[config.mk]
export PLATFORM = sky130hd
export DESIGN_NAME = cict_timing
export DESIGN_NICKNAME = d
export VERILOG_FILES = /design/src/cict_pkg.sv /design/src/cict_timing.sv
export SDC_FILE = /design/constraint.sdc
export NUM_CORES = 1
export LEC_CHECK = 0
export ABC_CLOCK_PERIOD_IN_PS = 2800
export BUFFER_PORTS_ARGS = -buffer_cell sky130_fd_sc_hd__buf_2
export CAP_MARGIN = 20
export CELL_PAD_IN_SITES_DETAIL_PLACEMENT = 0
export CELL_PAD_IN_SITES_GLOBAL_PLACEMENT = 1
export CORE_UTILIZATION = 40
export CTS_CLUSTER_DIAMETER = 50
export DETAILED_ROUTE_END_ITERATION = 10
export PLACE_DENSITY_LB_ADDON = 0.1
export SLEW_MARGIN = 20
export SYNTH_ARGS = -nofsm -noshare
export SYNTH_HDL_FRONTEND = slang
export SYNTH_SLANG_ARGS = --single-unit
[constraint.sdc]
create_clock -name I_CLK -period 2.8 [get_ports I_CLK]
set_input_delay 0.14 -clock I_CLK [delete_from_list [all_inputs] [get_ports I_CLK]]
set_output_delay 0.14 -clock I_CLK [all_outputs]
set_load 0.05 [all_outputs]
[src/cict_pkg.sv]
// Constants and types for the instruction cycle timing sequencer
package cict_pkg;

	// Instruction lengths in program bytes
	localparam logic [1:0] CICT_LEN_ONE = 2'h1;
	localparam logic [1:0] CICT_LEN_TWO = 2'h2;
	localparam logic [1:0] CICT_LEN_THREE = 2'h3;

	// Execution times in system clock cycles
	localparam logic [3:0] CICT_CYC_ONE = 4'h1;
	localparam logic [3:0] CICT_CYC_TWO = 4'h2;
	localparam logic [3:0] CICT_CYC_THREE = 4'h3;
	localparam logic [3:0] CICT_CYC_FOUR = 4'h4;
	localparam logic [3:0] CICT_CYC_FIVE = 4'h5;
	localparam logic [3:0] CICT_CYC_MUL = 4'h4;
	localparam logic [3:0] CICT_CYC_DIV = 4'h8;

	// Opcodes that need special handling
	localparam logic [7:0] CICT_OP_NOP = 8'h00;
	localparam logic [7:0] CICT_OP_SPARE = 8'ha5;
	localparam logic [7:0] CICT_OP_MUL = 8'ha4;
	localparam logic [7:0] CICT_OP_DIV = 8'h84;

	// Reset values of the sequencer outputs
	localparam logic [3:0] CICT_RST_CYC = 4'h0;
	localparam logic [1:0] CICT_RST_LEN = 2'h0;
	localparam logic [7:0] CICT_RST_OP = 8'h00;

	typedef enum logic [1:0] {
		CICT_IDLE = 2'b01,
		CICT_EXEC = 2'b10
	} cict_state_t;

	// Decoded timing: length, cycles when not taken, conditional flag
	typedef struct packed {
		logic [1:0] len;
		logic [3:0] cyc;
		logic cond;
	} cict_dec_t;

endpackage

[src/cict_timing.sv]
// Instruction length and cycle-count sequencer for the pipelined core
//
// What this block does
// - Timing counts single system clocks only
// - Most instructions: cycles equal byte length
// - Untaken conditional branch is one cycle shorter
// - Bank register arithmetic: 1 byte, 1 cycle
// - Direct/immediate arithmetic: 2 bytes, 2 cycles
// - Indirect arithmetic, INC, DEC: 1 byte, 2 cycles
// - AND/OR/XOR bank register: 1 byte, 1 cycle
// - Logical direct,A: 2 bytes, 2 cycles
// - Logical direct,immediate: 3 bytes, 3 cycles
// - Accumulator single-byte ops take 1 cycle
// - Direct to bank register: 2 bytes, 2 cycles
// - Direct to direct move: 3 bytes, 3 cycles
// - Accumulator store through pointer: 1 byte, 2 cycles
// - Load data pointer pair: 3 bytes, 3 cycles
// - Code read via data pointer: 1 byte, 3 cycles
// - Code read via program counter: 1 byte, 3 cycles
// - External move, 8-bit pointer: 1 byte, 3 cycles
// - External move, 16-bit pointer: 1 byte, 3 cycles
// - Push or pop direct: 2 bytes, 2 cycles
// - Exchange bank register: 1 byte, 1 cycle
// - Low nibble exchange: 1 byte, 2 cycles
// - Standard opcode encoding kept, only timing differs
// - Spare opcode behaves exactly like no-operation
`timescale 1ns/100ps
`default_nettype none

module cict_timing
	import cict_pkg::*;
(
	// Clock and reset
	input wire logic I_CLK,
	input wire logic I_SYS_RST,
	// Opcode issue from fetch
	input wire logic I_INSTR_VALID,
	input wire logic [7:0] I_OPCODE,
	input wire logic I_COND_TAKEN,
	output logic O_INSTR_READY,
	// Execution progress
	output logic O_BUSY,
	output logic O_RETIRE,
	output logic [3:0] O_CYCLE_INDEX,
	// Timing of the instruction in flight
	output logic [1:0] O_INSTR_BYTES,
	output logic [3:0] O_INSTR_CYCLES,
	output logic [7:0] O_OPCODE,
	output logic O_NOP_EQUIV
);

	function automatic cict_dec_t cict_mk(input logic [1:0] len, input logic [3:0] cyc,
		input logic cond);
		cict_dec_t r;
		r.len = len;
		r.cyc = cyc;
		r.cond = cond;
		return r;
	endfunction

	// Full opcode map; cycles given for the untaken case of conditionals
	function automatic cict_dec_t cict_decode(input logic [7:0] op);
		cict_dec_t r;
		logic [3:0] hi;
		hi = op[7:4];
		r = cict_mk(CICT_LEN_ONE, CICT_CYC_ONE, 1'b0);
		if (op[3]) begin
			// Bank register operand column
			unique case (hi)
				4'h7, 4'h8, 4'ha: r = cict_mk(CICT_LEN_TWO, CICT_CYC_TWO, 1'b0);
				4'hb: r = cict_mk(CICT_LEN_THREE, CICT_CYC_THREE, 1'b1);
				4'hd: r = cict_mk(CICT_LEN_TWO, CICT_CYC_TWO, 1'b1);
				default: r = cict_mk(CICT_LEN_ONE, CICT_CYC_ONE, 1'b0);
			endcase
		end else if (op[3:1] == 3'h3) begin
			// Indirect pointer register column
			unique case (hi)
				4'h7, 4'h8, 4'ha: r = cict_mk(CICT_LEN_TWO, CICT_CYC_TWO, 1'b0);
				4'hb: r = cict_mk(CICT_LEN_THREE, CICT_CYC_FOUR, 1'b1);
				default: r = cict_mk(CICT_LEN_ONE, CICT_CYC_TWO, 1'b0);
			endcase
		end else begin
			unique case (op[3:0])
				4'h0: begin
					unique case (hi)
						4'h0: r = cict_mk(CICT_LEN_ONE, CICT_CYC_ONE, 1'b0);
						4'h1, 4'h2, 4'h3: r = cict_mk(CICT_LEN_THREE, CICT_CYC_THREE, 1'b1);
						4'h4, 4'h5, 4'h6, 4'h7: r = cict_mk(CICT_LEN_TWO, CICT_CYC_TWO, 1'b1);
						4'h8: r = cict_mk(CICT_LEN_TWO, CICT_CYC_THREE, 1'b0);
						4'h9: r = cict_mk(CICT_LEN_THREE, CICT_CYC_THREE, 1'b0);
						4'he, 4'hf: r = cict_mk(CICT_LEN_ONE, CICT_CYC_THREE, 1'b0);
						default: r = cict_mk(CICT_LEN_TWO, CICT_CYC_TWO, 1'b0);
					endcase
				end
				4'h1: r = cict_mk(CICT_LEN_TWO, CICT_CYC_THREE, 1'b0);
				4'h2: begin
					unique case (hi)
						4'h0, 4'h1: r = cict_mk(CICT_LEN_THREE, CICT_CYC_FOUR, 1'b0);
						4'h2, 4'h3: r = cict_mk(CICT_LEN_ONE, CICT_CYC_FIVE, 1'b0);
						4'he, 4'hf: r = cict_mk(CICT_LEN_ONE, CICT_CYC_THREE, 1'b0);
						default: r = cict_mk(CICT_LEN_TWO, CICT_CYC_TWO, 1'b0);
					endcase
				end
				4'h3: begin
					unique case (hi)
						4'h4, 4'h5, 4'h6: r = cict_mk(CICT_LEN_THREE, CICT_CYC_THREE, 1'b0);
						4'h7, 4'h8, 4'h9: r = cict_mk(CICT_LEN_ONE, CICT_CYC_THREE, 1'b0);
						4'he, 4'hf: r = cict_mk(CICT_LEN_ONE, CICT_CYC_THREE, 1'b0);
						default: r = cict_mk(CICT_LEN_ONE, CICT_CYC_ONE, 1'b0);
					endcase
				end
				4'h4: begin
					unique case (hi)
						4'h2, 4'h3, 4'h4, 4'h5, 4'h6, 4'h7, 4'h9:
							r = cict_mk(CICT_LEN_TWO, CICT_CYC_TWO, 1'b0);
						4'h8: r = cict_mk(CICT_LEN_ONE, CICT_CYC_DIV, 1'b0);
						4'ha: r = cict_mk(CICT_LEN_ONE, CICT_CYC_MUL, 1'b0);
						4'hb: r = cict_mk(CICT_LEN_THREE, CICT_CYC_THREE, 1'b1);
						default: r = cict_mk(CICT_LEN_ONE, CICT_CYC_ONE, 1'b0);
					endcase
				end
				default: begin
					unique case (hi)
						4'h7, 4'h8: r = cict_mk(CICT_LEN_THREE, CICT_CYC_THREE, 1'b0);
						4'ha: r = cict_mk(CICT_LEN_ONE, CICT_CYC_ONE, 1'b0);
						4'hb: r = cict_mk(CICT_LEN_THREE, CICT_CYC_FOUR, 1'b1);
						4'hd: r = cict_mk(CICT_LEN_THREE, CICT_CYC_THREE, 1'b1);
						default: r = cict_mk(CICT_LEN_TWO, CICT_CYC_TWO, 1'b0);
					endcase
				end
			endcase
		end
		return r;
	endfunction

	function automatic logic cict_is_nop(input logic [7:0] op);
		return (op == CICT_OP_NOP) || (op == CICT_OP_SPARE);
	endfunction

	cict_state_t state_q;
	cict_dec_t dec;
	logic accept;
	logic retire;
	logic [3:0] idx_q;
	logic [3:0] cyc_q;
	logic [3:0] cyc_d;
	logic [1:0] len_q;
	logic [7:0] op_q;
	logic nop_q;

	assign dec = cict_decode(I_OPCODE);
	// A taken conditional runs one cycle longer than the untaken one
	assign cyc_d = dec.cyc + {3'h0, dec.cond & I_COND_TAKEN};
	// Retire in the last counted cycle; the next opcode is taken in that same cycle
	assign retire = (state_q == CICT_EXEC) && (idx_q == cyc_q);
	assign O_INSTR_READY = (state_q == CICT_IDLE) || retire;
	assign accept = I_INSTR_VALID && O_INSTR_READY;

	always_ff @(posedge I_CLK) begin
		if (I_SYS_RST) begin
			state_q <= CICT_IDLE;
		end else if (accept) begin
			state_q <= CICT_EXEC;
		end else if (retire) begin
			state_q <= CICT_IDLE;
		end
	end

	// One count per system clock, no machine-cycle prescaler
	always_ff @(posedge I_CLK) begin
		if (I_SYS_RST) begin
			idx_q <= CICT_RST_CYC;
		end else if (accept) begin
			idx_q <= CICT_CYC_ONE;
		end else if (retire) begin
			idx_q <= CICT_RST_CYC;
		end else if (state_q == CICT_EXEC) begin
			idx_q <= idx_q + CICT_CYC_ONE;
		end
	end

	always_ff @(posedge I_CLK) begin
		if (I_SYS_RST) begin
			cyc_q <= CICT_RST_CYC;
			len_q <= CICT_RST_LEN;
			op_q <= CICT_RST_OP;
			nop_q <= 1'b0;
		end else if (accept) begin
			cyc_q <= cyc_d;
			len_q <= dec.len;
			op_q <= I_OPCODE;
			nop_q <= cict_is_nop(I_OPCODE);
		end
	end

	assign O_BUSY = (state_q == CICT_EXEC);
	assign O_RETIRE = retire;
	assign O_CYCLE_INDEX = idx_q;
	assign O_INSTR_BYTES = len_q;
	assign O_INSTR_CYCLES = cyc_q;
	assign O_OPCODE = op_q;
	assign O_NOP_EQUIV = nop_q;
endmodule

`default_nettype wire

==> reports/qor.log <==
[logic_synthesis] largest area contributor in the synthesized netlist dfxtp_1
[power_and_ir_drop] pwr dens 470.0 nW/µm²
[place] post-placement worst setup slack 0.3998 ns
[logic_synthesis] cell count after synthesis 200
[clocking] CTS tree built
[clocking] clock root buffer master clkbuf_8
[sta] Slew Limit Headroom 64.32%
[setup_path] critical path capture point type flop
[global_routing] global-route track usage on met1 29.00%
[logic_synthesis] count of unique library cells instantiated by Yosys 57
[global_routing] GR Layer Usage met2 30.10%
[logic_synthesis] number of warnings issued by yosys 0
[die] placeable core region 3799 µm²
[logic_synthesis] Synth area leaders dfxtp_1 26%, mux2i_1 8.0%, nor2_1 5.3%
[sta] Final Hold Viols 0
[clocking] cts-stage hold buffer count 0
[route] remaining antenna violation count after routing 0
[place] RD Place Congestion 0.9577
[global_routing] number of global-route vias before repair 1,454
[die] width of the die 65.97 µm
[layout] Filler Cells Inserted 384
[die] number of primary I/O pins 34
[sta] post-route clock skew 0.002057 ns
[clocking] count of buffers added by post-CTS timing repair for setup 0
[sta] Max Clock Freq 463.7 MHz
[die] height of the chip 65.97 µm
[logic_synthesis] xor-xnor portion of the synthesized cell area 3.211%
[die] Die ar. 4351 µm²
[power_and_ir_drop] worst-case vdd ir drop 0.2697 mV
[min_path] Worst Hold Path Cells 2
[setup_path] beginning of the critical path I_OPCODE[0]
[logic_synthesis] main combinational cell family by area after synthesis simple AND/OR/NAND/NOR gates
[logic_synthesis] share of Yosys cell area claimed by the top area cell type 25.69%
[place] Detailed Place HPWL 3.049 mm
[global_routing] routing layer with the top usage in global route met2
[logic_synthesis] Mapped Avg Cell Area 8.183 µm²
[logic_synthesis] Compound-Gate Fraction of Synth Area 24.69%
[setup_path] class of the most critical setup path input pin to flop
[route] number of DRC violations after detailed-routing iteration 0 119
[route] ratio of routed vias to standard cells 5.753
[logic_synthesis] cell area after synthesis 1637 µm²
[logic_synthesis] Syn Nets 218
[setup_path] Worst EP required 2.94 ns
[min_path] class of the tightest hold or removal check input pin to flop
[place] # port buffers 33
[global_routing] GR Overflow Total 0
[sta] final worst-path cycle share 77.01%
[route] DRC 0
[logic_synthesis] most used flip-flop cell after synthesis dfxtp_1
[layout] # nets final 246
[logic_synthesis] Synth Area in Simple Gates 26.53%
[sta] Setup violations, final 0
[global_routing] number of antenna violations at the first check in global routing 0
[clocking] CTS Buf Count 3
[global_routing] global routing usage summed across all routing layers 20.30%
[route] WL/cell 14.81 µm
[min_path] startpoint of the most critical hold path I_SYS_RST
[die] Site Rows 22
[clocking] Resized cells post-CTS 0
[route] Routed WL 4.072 mm
[clocking] Clock Path Buffers 2
[logic_synthesis] FF+latch count, synth 21
[global_routing] GR Layer Usage met3 4.828%
[route] number of vias in the routed layout 1,582
[run] total of max-cap violations 0
[route] iteration count of the initial detailed-routing pass 4
[layout] fraction of layout instances using a drive strength above 1 25.55%
[setup_path] CP Max Fanout 20
[clocking] clock latency reported for the late side of the worst-skew pair 0.26 ns
[clocking] total number of clock tree sinks 21
[logic_synthesis] share of flip-flops with an asynchronous set or reset 0%
[global_routing] first-pass GRT wire length 6.975 mm
[sta] worst-margin pin slew 0.5334 ns
[clocking] clk slew on worst S/H paths 0.08 ns
[clocking] number of H-tree branching levels 1
[setup_path] arrival time at the worst endpoint 2.29 ns
[power_and_ir_drop] Pleak 0.8323 nW
[logic_synthesis] top cell types by occurrence after synthesis 23 x nor2_1, 21 x dfxtp_1, 13 x mux2i_1
[logic_synthesis] area share of fa/ha/maj cells after synthesis 4.587%
[layout] layout-stage area growth over the synthesis result 15.21%
[logic_synthesis] most repeated cell in the gate-level netlist after synthesis nor2_1
[sta] setup repair after global routing missed its margin no
[die] initial core utilization 43.08%
[layout] ANT cells 0
[logic_synthesis] share of synthesized area occupied by flip-flops and latches 25.69%
[setup_path] startpoint types input pin
[logic_synthesis] EDFF count, synth 0
[setup_path] launch point of the worst reg-to-reg path state_q[1]
[global_routing] maximum number of pins on one net before global-route repair 22
[sta] setup TNS 0 ns
[sta] number of slew-limit violations in the final report 0
[setup_path] logic depth of the worst register-to-register path 6
[sta] min Tclk post-route 2.156 ns
[status] run status completed
[logic_synthesis] post-synthesis mux area share 7.951%
[sta] smallest setup slack after layout 0.6436 ns
-- layout make-up --
cell class | count | area, µm² | area share (%)
well taps | 48 | 60.06 | 3.185
repair buffers | 41 | 237.7 | 12.61
multi-input cells | 155 | 1096 | 58.13
clock buffers | 3 | 41.29 | 2.190
clock inverters | 1 | 7.507 | 0.3981
flip-flops and latches | 21 | 420.4 | 22.30
inverters | 6 | 22.52 | 1.194
-- final timing paths --
| kind | slack (ns) | to |
|---|---|---|
| hold reg to reg | 0.50 | O_OPCODE[0] |
| setup / recovery | 0.64 | O_INSTR_CYCLES[2] |
| setup reg to reg | 0.83 | O_OPCODE[2] |
| hold / removal | 0.26 | O_INSTR_CYCLES[0] |
-- stage by stage --
step                hold slack, ns  power, mW  cell area, µm²  utilization, %  instances
floorplan                   0.4463     0.6157            1637               -        200
global placement            0.4710     0.6879            1837           48.35        271
detailed placement          0.4777     0.6920            1837           48.35        271
CTS                         0.2508     0.8958            1886           49.64        275
global route                0.2693     0.9416            1886           49.64        275
finish                      0.2589     0.8863            1886           49.64        275
-- registers in the layout, indices dropped and copies added (netlist names) --
register,count
O_CYCLE_INDEX,4
O_INSTR_BYTES,2
O_INSTR_CYCLES,4
O_NOP_EQUIV,1
O_OPCODE,8
state_q,2
-- power breakdown --
group	internal, mW	switching [mW]
combinational	0.116	0.225
sequential	0.324	0.0213
clock	0.100	0.0998
-- placed cells by master (no fill, tap or decap), types with 2 or more instances in the layout --
cell type   n
xnor2_1     2
a21o_1      4
nand3b_1    5
ha_1        6
nand3_1     6
clkbuf_8    3
a22oi_1     2
a31oi_1     3
nor4_1      2
a31o_2      2
mux2i_1    13
a22o_1      2
nor2b_1     5
a21oi_1     9
nor3_1      6
inv_1       6
a311oi_1    2
xor2_1      4
nand2b_1    7
nand2_1    10
o31ai_1     2
a221oi_1    2
or2_2       2
o21a_1      2
o21ai_0     8
buf_2      33
buf_4       7
dfxtp_1    21
nor2_1     23
-- worst max-delay path, cell delays in order --
cell       delay [ns]
buf_2            0.29
nor2_1           0.19
o211ai_1         0.19
o32ai_1          0.14
a2111oi_0        0.46
o31ai_1          0.14
ha_1             0.20
ha_1             0.19
nor3_1           0.17
nand3b_1         0.12
a21oi_1          0.06
-- routing by layer --
layer,part of all wire (%),vias up
li1,-,783
met1,49,726
met2,42,65
met3,7.1,8
met4,1.5,0
met5,0,-
-- cell families after synthesis --
kind of cell	Yosys count
xor gates and xnor gates	6
adders and majority gates	6
muxes	13
DFF	21
and+or+nand+nor	78
AOI/OAI and AO/OA	52
buffers and inverters	24
No activity file was read; power rests on OpenSTA's default activity.
